[config.mk]
export PLATFORM = sky130hd
export DESIGN_NAME = cpu_sysmgmt_hold_control
export DESIGN_NICKNAME = d
export VERILOG_FILES = /design/src/hw/sync_chain.v /design/src/hw/bus_hold_arbiter.v /design/src/hw/cpu_sysmgmt_hold_control.v
export VERILOG_INCLUDE_DIRS = /design/src /design/src/hw
export SDC_FILE = /design/constraint.sdc
export NUM_CORES = 1
export LEC_CHECK = 0
export ABC_AREA = 1
export ABC_CLOCK_PERIOD_IN_PS = 1900
export BUFFER_PORTS_ARGS = -buffer_cell sky130_fd_sc_hd__buf_2
export CAP_MARGIN = 40
export CORE_UTILIZATION = 40
export DETAILED_ROUTE_END_ITERATION = 6
export MAX_ROUTING_LAYER = met4
export PLACE_DENSITY_LB_ADDON = 0.2
export SLEW_MARGIN = 20
export SYNTH_ARGS = -nofsm -noshare
export SYNTH_HDL_FRONTEND = slang
export SYNTH_SLANG_ARGS = --single-unit
export TNS_END_PERCENT = 50
[constraint.sdc]
create_clock -name ref_clk -period 1.9 [get_ports ref_clk]
set_clock_uncertainty 0.2 [all_clocks]
set_input_delay 0.095 -clock ref_clk [delete_from_list [all_inputs] [get_ports ref_clk]]
set_output_delay 0.095 -clock ref_clk [all_outputs]
set_load 0.02 [all_outputs]
[src/hw/sysmgmt_hold_map.vh]
// constants for the processor side-band control block
`ifndef SYSMGMT_HOLD_MAP_VH
`define SYSMGMT_HOLD_MAP_VH
`define SOFT_RESET_MIN_CYCLES 4'hf
`define SOFT_RESET_CNT_W      4
`define SYNC_STAGES           2
`define DRAIN_CYCLES          3'h4
`define DRAIN_CNT_W           3
`define BASE_REG_W            32
`define BASE_REG_RESET        32'h00030000
`define ST_RUN                7'h01
`define ST_SAVE               7'h02
`define ST_MGMT               7'h04
`define ST_RESTORE            7'h08
`define ST_STOP_DRAIN         7'h10
`define ST_STOP_ACK           7'h20
`define ST_STOPPED            7'h40
`define STATE_W               7
`endif

[src/hw/sync_chain.v]
// two-stage synchroniser for one asynchronous level
`timescale 1ns/1ns
module sync_chain #(
    parameter RESET_VALUE = 1'b0
) (
    input  wire ref_clk,
    input  wire reset,
    input  wire asyncIn,
    output reg  syncOut
);
    reg firstStage;

    always @(posedge ref_clk) begin
        if (reset) begin
            firstStage <= RESET_VALUE;
            syncOut    <= RESET_VALUE;
        end else begin
            firstStage <= asyncIn;
            syncOut    <= firstStage;
        end
    end
endmodule

[src/hw/bus_hold_arbiter.v]
// local bus hold arbitration with bus request and yield acknowledge
`timescale 1ns/1ns
module bus_hold_arbiter (
    input  wire ref_clk,
    input  wire reset,
    input  wire holdRequest,
    input  wire cycleActive,
    input  wire lockedSeq,
    input  wire internal_bus_request,
    output reg  busRequestOut,
    output reg  bus_yield_ack,
    output reg  busFloat
);
    // hold request is synchronous from the other master, so it is used directly
    wire grantNow = holdRequest & ~cycleActive & ~lockedSeq;

    always @(posedge ref_clk) begin
        if (reset) begin
            busRequestOut <= 1'b0;
            bus_yield_ack <= 1'b0;
            busFloat      <= 1'b0;
        end else begin
            busRequestOut <= internal_bus_request;
            if (!bus_yield_ack) begin
                bus_yield_ack <= grantNow;
                busFloat      <= grantNow;
            end else begin
                bus_yield_ack <= holdRequest;
                busFloat      <= holdRequest;
            end
        end
    end
endmodule

[src/hw/cpu_sysmgmt_hold_control.v]
// processor side-band control: soft reset, management interrupt, stop clock, bus hold
//
// Summary of operation
// - hard reset starts from a known state
// - soft reset acts as reset, keeps base
// - soft reset active high, asynchronous, sampled
// - falling interrupt edge enters management mode
// - interrupt taken only at instruction boundaries
// - no entry during locked cycles or management
// - one further edge latched while servicing
// - nested interrupt waits for resume instruction
// - active output asserted at state save
// - active output released after final restore
// - stop request halts at next boundary with no higher interrupt pending
// - drain buffers then issue stop acknowledge
// - bus request output follows internal request
// - hold granted after current cycle and any locked sequence end
// - hold kept while hold request stays high
// - yield acknowledge with bus float clock
// - acknowledge dropped on leaving hold, driven
`timescale 1ns/1ns
`include "sysmgmt_hold_map.vh"
module cpu_sysmgmt_hold_control #(
    parameter SAVE_CYCLES    = 8,
    parameter RESTORE_CYCLES = 8
) (
    input  wire                   ref_clk,
    input  wire                   reset,
    input  wire                   soft_reset_in,
    input  wire                   sys_mgmt_interrupt_n,
    input  wire                   stop_clock_request_n,
    input  wire                   holdRequest,
    input  wire                   instrBoundary,
    input  wire                   lockedSeq,
    input  wire                   cycleActive,
    input  wire                   higherIntPending,
    input  wire                   resume_from_mgmt_instr,
    input  wire                   buffersEmpty,
    input  wire                   internal_bus_request,
    input  wire                   baseWriteEn,
    input  wire [`BASE_REG_W-1:0] baseWriteData,
    output reg                    coreReset,
    output reg                    sys_mgmt_active_n,
    output reg                    system_mgmt_mode,
    output reg                    stopAckCycle,
    output reg                    execHalted,
    output reg  [`BASE_REG_W-1:0] sysmgmt_base_reg,
    output wire                   busRequestOut,
    output wire                   bus_yield_ack,
    output wire                   busFloat
);
    // ------------------------------------------------------------
    // input synchronisers
    // ------------------------------------------------------------
    wire softResetSync;
    wire mgmtIntSync;
    wire stopReqSync;

    sync_chain #(.RESET_VALUE(1'b0)) u_sync_soft_reset_in (
        .ref_clk (ref_clk),
        .reset   (reset),
        .asyncIn (soft_reset_in),
        .syncOut (softResetSync)
    );
    sync_chain #(.RESET_VALUE(1'b1)) u_sync_smi (
        .ref_clk (ref_clk),
        .reset   (reset),
        .asyncIn (sys_mgmt_interrupt_n),
        .syncOut (mgmtIntSync)
    );
    sync_chain #(.RESET_VALUE(1'b1)) u_sync_stop (
        .ref_clk (ref_clk),
        .reset   (reset),
        .asyncIn (stop_clock_request_n),
        .syncOut (stopReqSync)
    );

    // ------------------------------------------------------------
    // soft reset qualification
    // ------------------------------------------------------------
    // a pulse shorter than the minimum is ignored; the system must hold it long enough
    reg [`SOFT_RESET_CNT_W-1:0] softCount;
    wire softResetQual = softResetSync && (softCount == `SOFT_RESET_MIN_CYCLES);
    wire anyReset      = reset | softResetQual;

    always @(posedge ref_clk) begin
        if (reset || !softResetSync) begin
            softCount <= {`SOFT_RESET_CNT_W{1'b0}};
        end else if (softCount != `SOFT_RESET_MIN_CYCLES) begin
            softCount <= softCount + {{(`SOFT_RESET_CNT_W-1){1'b0}}, 1'b1};
        end
    end

    always @(posedge ref_clk) begin
        coreReset <= anyReset;
    end

    // base register survives soft reset, only a hard reset sets it back
    always @(posedge ref_clk) begin
        if (reset) begin
            sysmgmt_base_reg <= `BASE_REG_RESET;
        end else if (baseWriteEn && !softResetQual) begin
            sysmgmt_base_reg <= baseWriteData;
        end
    end

    // ------------------------------------------------------------
    // management interrupt edge capture
    // ------------------------------------------------------------
    reg mgmtIntPrev;
    reg mgmtPending;
    wire mgmtFall = mgmtIntPrev & ~mgmtIntSync;

    reg [`STATE_W-1:0] state;
    reg [`STATE_W-1:0] next_state;
    reg [7:0]          phaseCount;
    reg [`DRAIN_CNT_W-1:0] drainCount;

    wire takeMgmt = mgmtPending && instrBoundary && !lockedSeq;
    wire takeStop = !stopReqSync && instrBoundary && !higherIntPending;

    always @(posedge ref_clk) begin
        if (anyReset) begin
            // follow the synchronised pin so a soft reset with the pin low makes no false edge
            mgmtIntPrev <= mgmtIntSync;
            mgmtPending <= 1'b0;
        end else begin
            mgmtIntPrev <= mgmtIntSync;
            // a new edge wins over the clear when both fall in one cycle
            if (mgmtFall) begin
                mgmtPending <= 1'b1;
            end else if (state == `ST_RUN && takeMgmt) begin
                mgmtPending <= 1'b0;
            end
        end
    end

    // ------------------------------------------------------------
    // control sequencer
    // ------------------------------------------------------------
    always @* begin
        next_state = state;
        case (state)
            `ST_RUN: begin
                if (takeMgmt) begin
                    next_state = `ST_SAVE;
                end else if (takeStop) begin
                    next_state = `ST_STOP_DRAIN;
                end
            end
            `ST_SAVE: begin
                if (phaseCount == SAVE_CYCLES[7:0] - 8'h01) begin
                    next_state = `ST_MGMT;
                end
            end
            `ST_MGMT: begin
                // pending edge stays latched here; no nesting before resume
                if (resume_from_mgmt_instr) begin
                    next_state = `ST_RESTORE;
                end
            end
            `ST_RESTORE: begin
                if (phaseCount == RESTORE_CYCLES[7:0] - 8'h01) begin
                    next_state = `ST_RUN;
                end
            end
            `ST_STOP_DRAIN: begin
                if (buffersEmpty && drainCount == `DRAIN_CYCLES) begin
                    next_state = `ST_STOP_ACK;
                end
            end
            `ST_STOP_ACK: begin
                next_state = `ST_STOPPED;
            end
            `ST_STOPPED: begin
                // request may drop any time after the acknowledge cycle
                if (stopReqSync) begin
                    next_state = `ST_RUN;
                end
            end
            default: begin
                next_state = `ST_RUN;
            end
        endcase
    end

    always @(posedge ref_clk) begin
        if (anyReset) begin
            state      <= `ST_RUN;
            phaseCount <= 8'h00;
            drainCount <= {`DRAIN_CNT_W{1'b0}};
        end else begin
            state <= next_state;
            if (next_state != state) begin
                phaseCount <= 8'h00;
            end else begin
                phaseCount <= phaseCount + 8'h01;
            end
            if (state != `ST_STOP_DRAIN) begin
                drainCount <= {`DRAIN_CNT_W{1'b0}};
            end else if (drainCount != `DRAIN_CYCLES) begin
                drainCount <= drainCount + {{(`DRAIN_CNT_W-1){1'b0}}, 1'b1};
            end
        end
    end

    // ------------------------------------------------------------
    // registered outputs
    // ------------------------------------------------------------
    always @(posedge ref_clk) begin
        if (anyReset) begin
            sys_mgmt_active_n <= 1'b1;
            system_mgmt_mode  <= 1'b0;
            stopAckCycle      <= 1'b0;
            execHalted        <= 1'b0;
        end else begin
            // active from the first save cycle through the last restore cycle
            sys_mgmt_active_n <= ~(next_state == `ST_SAVE || next_state == `ST_MGMT ||
                                   next_state == `ST_RESTORE);
            system_mgmt_mode  <= (next_state == `ST_MGMT);
            stopAckCycle      <= (next_state == `ST_STOP_ACK);
            execHalted        <= (next_state == `ST_STOP_DRAIN || next_state == `ST_STOP_ACK ||
                                  next_state == `ST_STOPPED);
        end
    end

    // ------------------------------------------------------------
    // bus hold arbitration
    // ------------------------------------------------------------
    bus_hold_arbiter u_arbiter (
        .ref_clk              (ref_clk),
        .reset                (anyReset),
        .holdRequest          (holdRequest),
        .cycleActive          (cycleActive),
        .lockedSeq            (lockedSeq),
        .internal_bus_request (internal_bus_request),
        .busRequestOut        (busRequestOut),
        .bus_yield_ack        (bus_yield_ack),
        .busFloat             (busFloat)
    );
endmodule

==> run metrics, run 1 <==
Die Span Y=86.56 µm; num rows=30; CTS clk-pin slew, worst paths=0.06 ns; worst vdd ir=0.0004603 V; vias in the first global route=2611; crit end category=flop; share of cells above drive strength 1=0.3658; cells after synthesis=359; DIE AREA=0.007493 mm²; Netlist cell types=35; Buffers on Ports=85; post-synthesis area per instance=7.967 µm²; TritonCTS buffer count=9; gpl congestion=0.8347; Yosys top cell by area=dfxtp_1; grt ovf=0; Clk Latency, worst-skew pair=0.33 ns; H-tree Lvls=3; Layout area overhead=46.37%; final hold vios=0; Wirelength per Cell=11.63 µm; core box area=0.006869 mm²; multi-input logic area=0.001404 mm²; Ports=86; RSZ-0062 raised after global routing=yes; Max Buffers Root-to-Sink=2; worst slew pin tran=0.3044 ns; initial antenna violation count=0; clock root buffer=clkbuf_8; top post-synthesis cells by area=dfxtp_1, nor2_1, o21ai_0, nand2_1, inv_1; sequential share of the synthesized area=0.4829; Slew Limit Fails=0; CTS tree=done; Final HPWL DP=4478 µm; max-slew headroom at the worst pin=0.7959; final setup fails=0; power after layout=3.068 mW; Req. time, crit path=1.95 ns; first-pass GRT wire length=11260 µm; via count=2731; top-area cell type share of the netlist area=0.4829; 1st-iter DRT viols=87; final core utilization=0.6095; Initial Util=0.4164; status=finished, final reports clean; number of flip-flops in the largest register=32; ANT cells=0; pin count of the biggest net entering global routing=33; Cell Pwr Density=732.9 mW/mm²; Num Clock Sinks=69; CP max FO=8; min-delay worst type=in2reg; Nets=550; Tmin final=1.829 ns; drt pass-1 iters=5; die span in x=86.56 µm; final WL=6967 µm; Crit path arrival time=1.88 ns; f_max=546.6 MHz; max_cap viols=0; DRC viols=0; Post-Syn Nets=409; vias per cell=4.559; Lkg Pwr=1.932 nW; Syn Std Cell Area=0.002860 mm²; Fill cells=617; Setup Crit Path Kind=reg2reg; number of synthesized register bits=69; period utilization=0.9629; Synth Warn #=0; All-Layer GR Usage=0.1987; register area=0.001394 mm²; startpoint types=flop; Antenna Nets Post-Route=0
==> final timing paths <==
path,startpoint,endpoint,slack [ns],depth (start not counted)
max,state[6],phaseCount[3],0.07,12
min,instrBoundary,state[4],0.05,4
min reg2reg,u_sync_smi.syncOut,mgmtIntPrev,0.16,0
max reg2reg,state[6],phaseCount[3],0.07,12
==> area by class of cell <==
type,count,share of cell area
clock buffer,12,0.03706
clock inverter,2,0.002391
inverter,31,0.02959
multi-input combinational,247,0.3353
timing repair buffer,142,0.2340
sequential,69,0.3329
tap,96,0.02869
==> Yosys cell counts, drive strengths merged <==
master,instances
ha,4
nand4,3
nand3b,1
nor3,14
nor2,96
clkbuf,11
and2,1
clkinv,2
o21ai,38
buf,1
xnor2,4
inv,29
nand3,23
or2,4
o31ai,1
xor2,4
nand2,39
a31oi,1
a21oi,12
o211ai,2
dfxtp,69
==> critical path, stage by stage, from the launching register on <==
cell and delay (ns):
dfxtp_2 0.37, inv_2 0.07, nand2_2 0.10, nor2_4 0.05, nand2_2 0.12, inv_1 0.06, nand2_1 0.06, nand2_1 0.07
nor2_4 0.14, nand2_1 0.09, nand2_2 0.09, nand3_4 0.15, nor3_2 0.18
==> cells in the final DEF, fill, tap and decap left out, types with 6 or more instances in the layout <==
master	count
buf_2	85
nor2_1	78
dfxtp_1	61
dlygate4sd3_1	44
o21ai_0	34
nand2_1	28
inv_1	22
nand3_1	15
a21oi_1	12
nor2_2	11
clkbuf_8	11
buf_4	11
nor3_2	10
nand2_2	8
nand3_2	7
dfxtp_2	7
inv_2	6
nor2_4	6
==> metrics by stage <==
| stage | hold slack, ns | std cells | worst slack, ns | setup TNS (ns) | area [µm²] |
|---|---|---|---|---|---|
| CTS | 0.03926 | 591 | 0.01230 | 0 | 4011 |
| global route | 0.08412 | 599 | -0.07402 | -0.1678 | 4187 |
| finish | 0.04891 | 599 | 0.07058 | 0 | 4187 |
| detailed placement | 0.07864 | 533 | 0.03180 | 0 | 3406 |
| global placement | 0.08041 | 533 | 0.09970 | 0 | 3406 |
| floorplan | -0.001189 | 359 | 0.1637 | 0 | 2860 |
==> routing by layer <==
| metal | vias up | part of all wire | track usage |
|---|---|---|---|
| li1 | 1431 | - | - |
| met1 | 1207 | 0.46 | 0.2372 |
| met2 | 82 | 0.47 | 0.3218 |
| met3 | 11 | 0.050 | 0.04000 |
| met4 | 0 | 0.020 | 0.09545 |
| met5 | - | 0 | - |
==> cells by family after synthesis <==
logic type,synth area share
simple gates,0.3176
flops,0.4829
compound gates,0.09887
buf+inv,0.05861
xor+xnor,0.02449
fa+ha+maj,0.01750
==> power breakdown <==
group / internal [mW] / total, mW / switching [mW] / leakage [nW]
clock: 0.526 / 1.02 / 0.497 / 0.0881
sequential: 1.52 / 1.56 / 0.0387 / 0.571
combinational: 0.221 / 0.487 / 0.266 / 1.27
==> repair_timing <==
item                       CTS  global route
gates resized for setup      0            42
setup endpoints to repair    0            54
hold endpoints to repair    47             0
hold buffers                44             0
buffers inserted             0             8
Power figures use the tool's default switching activity.
==> run 2: changes to the inputs <==
--- a/config.mk
+++ b/config.mk
@@ -6,14 +6,13 @@
 export SDC_FILE = /design/constraint.sdc
 export NUM_CORES = 1
 export LEC_CHECK = 0
-export ABC_AREA = 1
 export ABC_CLOCK_PERIOD_IN_PS = 1900
 export BUFFER_PORTS_ARGS = -buffer_cell sky130_fd_sc_hd__buf_2
 export CAP_MARGIN = 40
 export CORE_UTILIZATION = 40
 export DETAILED_ROUTE_END_ITERATION = 6
 export MAX_ROUTING_LAYER = met4
-export PLACE_DENSITY_LB_ADDON = 0.2
+export PLACE_DENSITY = 0.66
 export SLEW_MARGIN = 20
 export SYNTH_ARGS = -nofsm -noshare
 export SYNTH_HDL_FRONTEND = slang
==> run metrics, run 2 <==
final core utilization=0.6722 (+0.06268); max-slew headroom at the worst pin=0.7040 (-0.09197); share of cells above drive strength 1=0.4497 (+0.08392); Slew Limit Fails=0 (unchanged); sequential share of the synthesized area=0.4455 (-0.03742); CTS clk-pin slew, worst paths=0.07 ns (about the same); worst slew pin tran=0.4394 ns (+0.1350 ns); gpl congestion=0.8542 (+2.3%); min-delay worst type=in2reg; DIE AREA=0.008107 mm² (+8.2%); Clk Latency, worst-skew pair=0.33 ns (about the same); number of synthesized register bits=69 (unchanged); RSZ-0062 raised after global routing=yes; Tmin final=2.072 ns (+0.2424 ns); setup ws final=-0.1718 ns (-0.2424 ns); Buffers on Ports=85 (unchanged); met2 WL=4290 µm (+30%); most common flop cell mapped by yosys=dfxtp_1; f_max=482.7 MHz (-12%); 1st-iter DRT viols=127 (+46%); crit end category=flop; TritonCTS buffer count=9 (unchanged); period utilization=1.090 (+0.1276); Fin Setup TNS=-1.353 ns (-1.353 ns); Reg2Reg Depth=7 (-5); top post-synthesis cells by area=dfxtp_1, nand2_1, a21oi_1, nor4_2, nor2_1; CP max FO=5 (-3); failing checks=negative setup slack; final instance area=0.004954 mm² (+18%); cells after synthesis=349 (-2.8%); most frequent cells in the layout=buf_2, nand2_1, buf_4; Nets=592 (+7.6%); Setup Crit Path Kind=reg2reg; final hold vios=0 (unchanged); number of flip-flops in the largest register=32 (unchanged); Lkg Pwr=2.173 nW (+12%); final WL=9077 µm (+30%); Die Span Y=90.04 µm (+4.0%); Post-synth EDFFs=0 (unchanged); Final HPWL DP=5795 µm (+29%); most common cell in the netlist=nand2_1; Ports=86 (unchanged); via count=3233 (+18%); Yosys top cell by area=dfxtp_1; Post-DP Area=0.004055 mm² (+19%); CTS tree=done; die span in x=90.04 µm (+4.0%); Fill cells=574 (-7.0%); post-synthesis area per instance=8.884 µm² (+12%); commonest non-fill, non-tap cell in the layout=buf_2; DR WL met3=547 µm (+57%); Num Clock Sinks=69 (unchanged); most frequent cells after synthesis=nand2_1, dfxtp_1, a21oi_1; vias per cell=5.005 (+9.8%); Top Metal Used=met4; vias in the first global route=3107 (+19%); initial antenna violation count=0 (unchanged); grt ovf=0 (unchanged); status=finished with violations; Netlist cell types=68 (+94%); WHS Path Cells=5 (+1); H-tree Lvls=3 (unchanged); Antenna Nets Post-Route=0 (unchanged); startpoint types=flop; Syn Std Cell Area=0.003100 mm² (+8.4%); final setup fails=11 (+11); worst vdd ir=0.0005582 V (+21%); drt pass-1 iters=4 (-1); core box area=0.007370 mm² (+7.3%); first-pass GRT wire length=14330 µm (+27%); Synth Warn #=0 (unchanged); Cell Pwr Density=682.1 mW/mm² (-6.9%); max_cap viols=0 (unchanged); Req. time, crit path=1.95 ns (about the same); Wirelength per Cell=14.05 µm (+21%); Post-Syn Nets=399 (-2.4%); clock root buffer=clkbuf_8; Layout area overhead=59.77%; met1 WL=4094 µm (+29%); ANT cells=0 (unchanged); num rows=31 (+3.3%); All-Layer GR Usage=0.2258 (+0.02702); pin count of the biggest net entering global routing=40 (+21%); Max Buffers Root-to-Sink=2 (unchanged); Initial Util=0.4207 (+0.004320); Crit path arrival time=2.12 ns (+0.24 ns); top-area cell type share of the netlist area=0.4455 (-0.03742); DRC viols=0 (unchanged); ys async rst share=0 (unchanged)
## run 2: changes by cell type in the layout (fill, tap and decap cells not counted), sizes merged, moves of 11 or more
cell	previous run	this run
nor2	96	22
buf	98	164
nand2	39	73
o21ai	38	7
a21oi	12	40
inv	29	8
nor4	0	12
nand3	23	12
## run 2: final timing paths
path                     startpoint       endpoint  slack (ns)
max                   phaseCount[0]  phaseCount[4]       -0.17
min          resume_from_mgmt_instr       state[2]        0.08
max reg2reg           phaseCount[0]  phaseCount[4]       -0.17
min reg2reg      u_sync_smi.syncOut    mgmtIntPrev        0.16
## run 2: area by class of cell
type | instances | area (µm²) | share of cell area
clock buffers | 11 | 151.4 | 0.03056
clock inverters | 5 | 33.78 | 0.006820
inverters | 7 | 26.28 | 0.005304
multi-input cells | 252 | 1734 | 0.3501
flip-flops and latches | 69 | 1403 | 0.2832
well taps | 99 | 123.9 | 0.02501
repair buffers | 203 | 1481 | 0.2991
## run 2: stage by stage
step	hold WS, ns	worst slack (ns)	power (mW)	instances
finish	0.07750	-0.1718	3.379	646
global route	0.06700	-0.2573	3.541	646
CTS	0.03525	-0.1302	3.342	636
detailed placement	0.08079	-0.1471	2.165	577
global placement	0.08055	-0.1280	2.157	577
floorplan	-0.001189	-0.02334	1.916	349
## run 2: timing repair
| action | 4_1_cts | 5_1_grt |
|---|---|---|
| hold buffers | 39 | 0 |
| gates resized for setup | 16 | 29 |
| buffers inserted | 4 | 10 |
| setup endpoints to repair | 12 | 21 |
| hold endpoints to repair | 43 | 0 |
| pin swaps | 4 | 11 |
## run 2: layer usage
layer / up-vias / GRT usage
met3: 15 / 0.05753
met2: 107 / 0.3696
met5: - / -
met4: 0 / 0.06855
met1: 1512 / 0.2728
li1: 1599 / -
## run 2: critical path: stages (launching register included)
cell       delay, ns
dfxtp_2         0.34
ha_4            0.15
nand3b_1        0.19
nor2_4          0.09
o41ai_4         0.38
o2111ai_4       0.24
buf_12          0.20
nor4_4          0.19
## run 2: where the power goes
group / leakage, nW / total, mW / switching [mW] / internal (mW)
sequential: 0.570 / 1.56 / 0.0464 / 1.51
combinational: 1.51 / 0.726 / 0.358 / 0.367
clock: 0.0917 / 1.09 / 0.549 / 0.545
## run 2: logic make-up (layout without fill, tap and decap cells)
family / count (synthesis) / after routing / synth area share
adder cells (fa/ha/maj): 4 / 4 / 0.01614
multiplexers: 1 / 1 / 0.003229
XOR/XNOR: 11 / 11 / 0.03107
buffers and inverters: 28 / 226 / 0.04681
AO/OA/AOI/OAI: 66 / 66 / 0.1453
flip-flops: 69 / 69 / 0.4455
AND/OR/NAND/NOR: 170 / 170 / 0.3119
==> run 3: changes to the inputs <==
--- a/config.mk
+++ b/config.mk
@@ -13,6 +13,8 @@
 export DETAILED_ROUTE_END_ITERATION = 6
 export MAX_ROUTING_LAYER = met4
 export PLACE_DENSITY = 0.66
+export SETUP_SLACK_MARGIN = 0.02
+export SKIP_CTS_REPAIR_TIMING = 1
 export SLEW_MARGIN = 20
 export SYNTH_ARGS = -nofsm -noshare
 export SYNTH_HDL_FRONTEND = slang
==> run metrics, run 3 (synthesized netlist as in run 2, its figures left out) <==
TritonCTS buffer count=9 (unchanged); first-pass GRT wire length=12800 µm (-11%); final hold vios=0 (unchanged); via count=3158 (-2.3%); failing checks=negative setup slack; gpl congestion=0.8842 (+3.5%); Slew Limit Fails=0 (unchanged); CP max FO=6 (+1); most frequent cells in the layout=buf_2, nand2_1, dfxtp_1; reg-to-reg endpoint=phaseCount[1]; startpoint types=flop; Clk Latency, worst-skew pair=0.35 ns (+0.02 ns); clock root buffer=clkbuf_8; final setup fails=11 (unchanged); f_max=475.7 MHz (-1.4%); Buffers on Ports=85 (unchanged); Hold Path Origin=reset; All-Layer GR Usage=0.2027 (-0.02309); worst vdd ir=0.0004962 V (-11%); Tmin final=2.102 ns (+0.03045 ns); drt pass-1 iters=4 (unchanged); power after layout=3.372 mW (-0.22%); core box area=0.007370 mm² (unchanged); Cell Pwr Density=709.1 mW/mm² (+4.0%); Ports=86 (unchanged); Antenna Nets Post-Route=0 (unchanged); H-tree Lvls=3 (unchanged); Initial Util=0.4207 (unchanged); min-delay worst type=in2reg; number of flip-flops in the largest register=32 (unchanged); CTS tree=done; initial antenna violation count=0 (unchanged); Wirelength per Cell=14.78 µm (+5.2%); ANT cells=0 (unchanged); DRC viols=0 (unchanged); final instance area=0.004755 mm² (-4.0%); flop2flop setup slack=-0.20 ns (-0.03 ns); grt ovf=0 (unchanged); Fin Setup TNS=-1.607 ns (-0.2534 ns); num rows=31 (unchanged); WHS Path Cells=4 (-1); die span in x=90.04 µm (unchanged); Lkg Pwr=2.083 nW (-4.1%); worst slew pin tran=0.3784 ns (-0.06097 ns); Die Span Y=90.04 µm (unchanged); Hold Worst Slack=0.02640 ns (-0.05110 ns); Fill cells=593 (+3.3%); max-slew headroom at the worst pin=0.7477 (+0.04374); DIE AREA=0.008107 mm² (unchanged); vias in the first global route=2783 (-10%); 1st-iter DRT viols=146 (+15%); Final HPWL DP=5789 µm (-0.11%); Crit path arrival time=2.17 ns (+0.05 ns); CP bufs+invs=2 (+1); Reg2Reg Launch Point=state[1]; pin count of the biggest net entering global routing=40 (unchanged); Top Family by Delay on Critical Path=simple AND/OR/NAND/NOR gates; crit path cell chain=nor4_4, buf_4, nand4b_1, o41ai_4, o2111ai_4, buf_12, nor4b_2; Post-DP Area=0.003988 mm² (-1.7%); Layout area overhead=53.35%; Setup Crit Path Kind=reg2reg; hold endpoint=u_arbiter.busRequestOut; Max Buffers Root-to-Sink=2 (unchanged); DP Cell Count=568 (-1.6%); slowest stage delay, CP=0.37 ns (about the same); final WL=9314 µm (+2.6%); max_cap viols=0 (unchanged); Nets=576 (-2.7%); Reg2Reg Depth=7 (unchanged); non-filler cells, final=630 (-2.5%); final core utilization=0.6452 (-0.02699); commonest non-fill, non-tap cell in the layout=buf_2; CTS clk-pin slew, worst paths=0.08 ns (about the same); period utilization=1.106 (+0.01603); dpl ws=-0.1662 ns (-0.01910 ns); status=finished with violations; Num Clock Sinks=69 (unchanged); setup ws final=-0.2023 ns (-0.03045 ns); share of cells above drive strength 1=0.4237 (-0.02600); Req. time, crit path=1.96 ns (about the same); crit end category=flop; vias per cell=5.013 (+0.16%); RSZ-0062 raised after global routing=yes; Worst path slowest cell=dfxtp_2
run 3: layout make-up:
class / count / area [µm²] / share of cell area
flip-flops and latches: 69 / 1398 / 0.2939
clock buffers: 10 / 137.6 / 0.02895
multi-input cells: 252 / 1657 / 0.3484
repair buffers: 187 / 1369 / 0.2879
inverters: 7 / 26.28 / 0.005526
clock inverters: 6 / 43.79 / 0.009211
well taps: 99 / 123.9 / 0.02605
run 3: power by group:
group          internal [mW]  leakage (nW)  switching, mW  total [mW]
clock                  0.519        0.0935          0.617        1.14
sequential              1.51         0.570         0.0451        1.56
combinational          0.335          1.42          0.341       0.676
run 3: worst max-delay path by stage:
stage | from | to | slack (ns) | depth (start not counted)
after floorplan | softCount[0] | sysmgmt_base_reg[10] | -0.02 | 9
after global placement | state[5] | phaseCount[1] | -0.16 | 5
after detailed placement | state[1] | phaseCount[1] | -0.17 | 5
after CTS | state[5] | phaseCount[1] | -0.18 | 5
after global routing | state[5] | phaseCount[1] | -0.26 | 7
final | state[1] | phaseCount[1] | -0.20 | 7
run 3: worst register-to-register path, stage by stage (launching register included):
cell       delay (ns)
dfxtp_2          0.37
nor4_4           0.28
buf_4            0.19
nand4b_1         0.20
o41ai_4          0.13
o2111ai_4        0.21
buf_12           0.19
nor4b_2          0.24
run 3: per-layer routing:
metal,part of all wire,up-vias,GRT usage
li1,-,1564,-
met1,0.42,1472,0.2441
met2,0.50,108,0.3333
met3,0.061,14,0.05161
met4,0.014,0,0.06048
met5,0,-,-
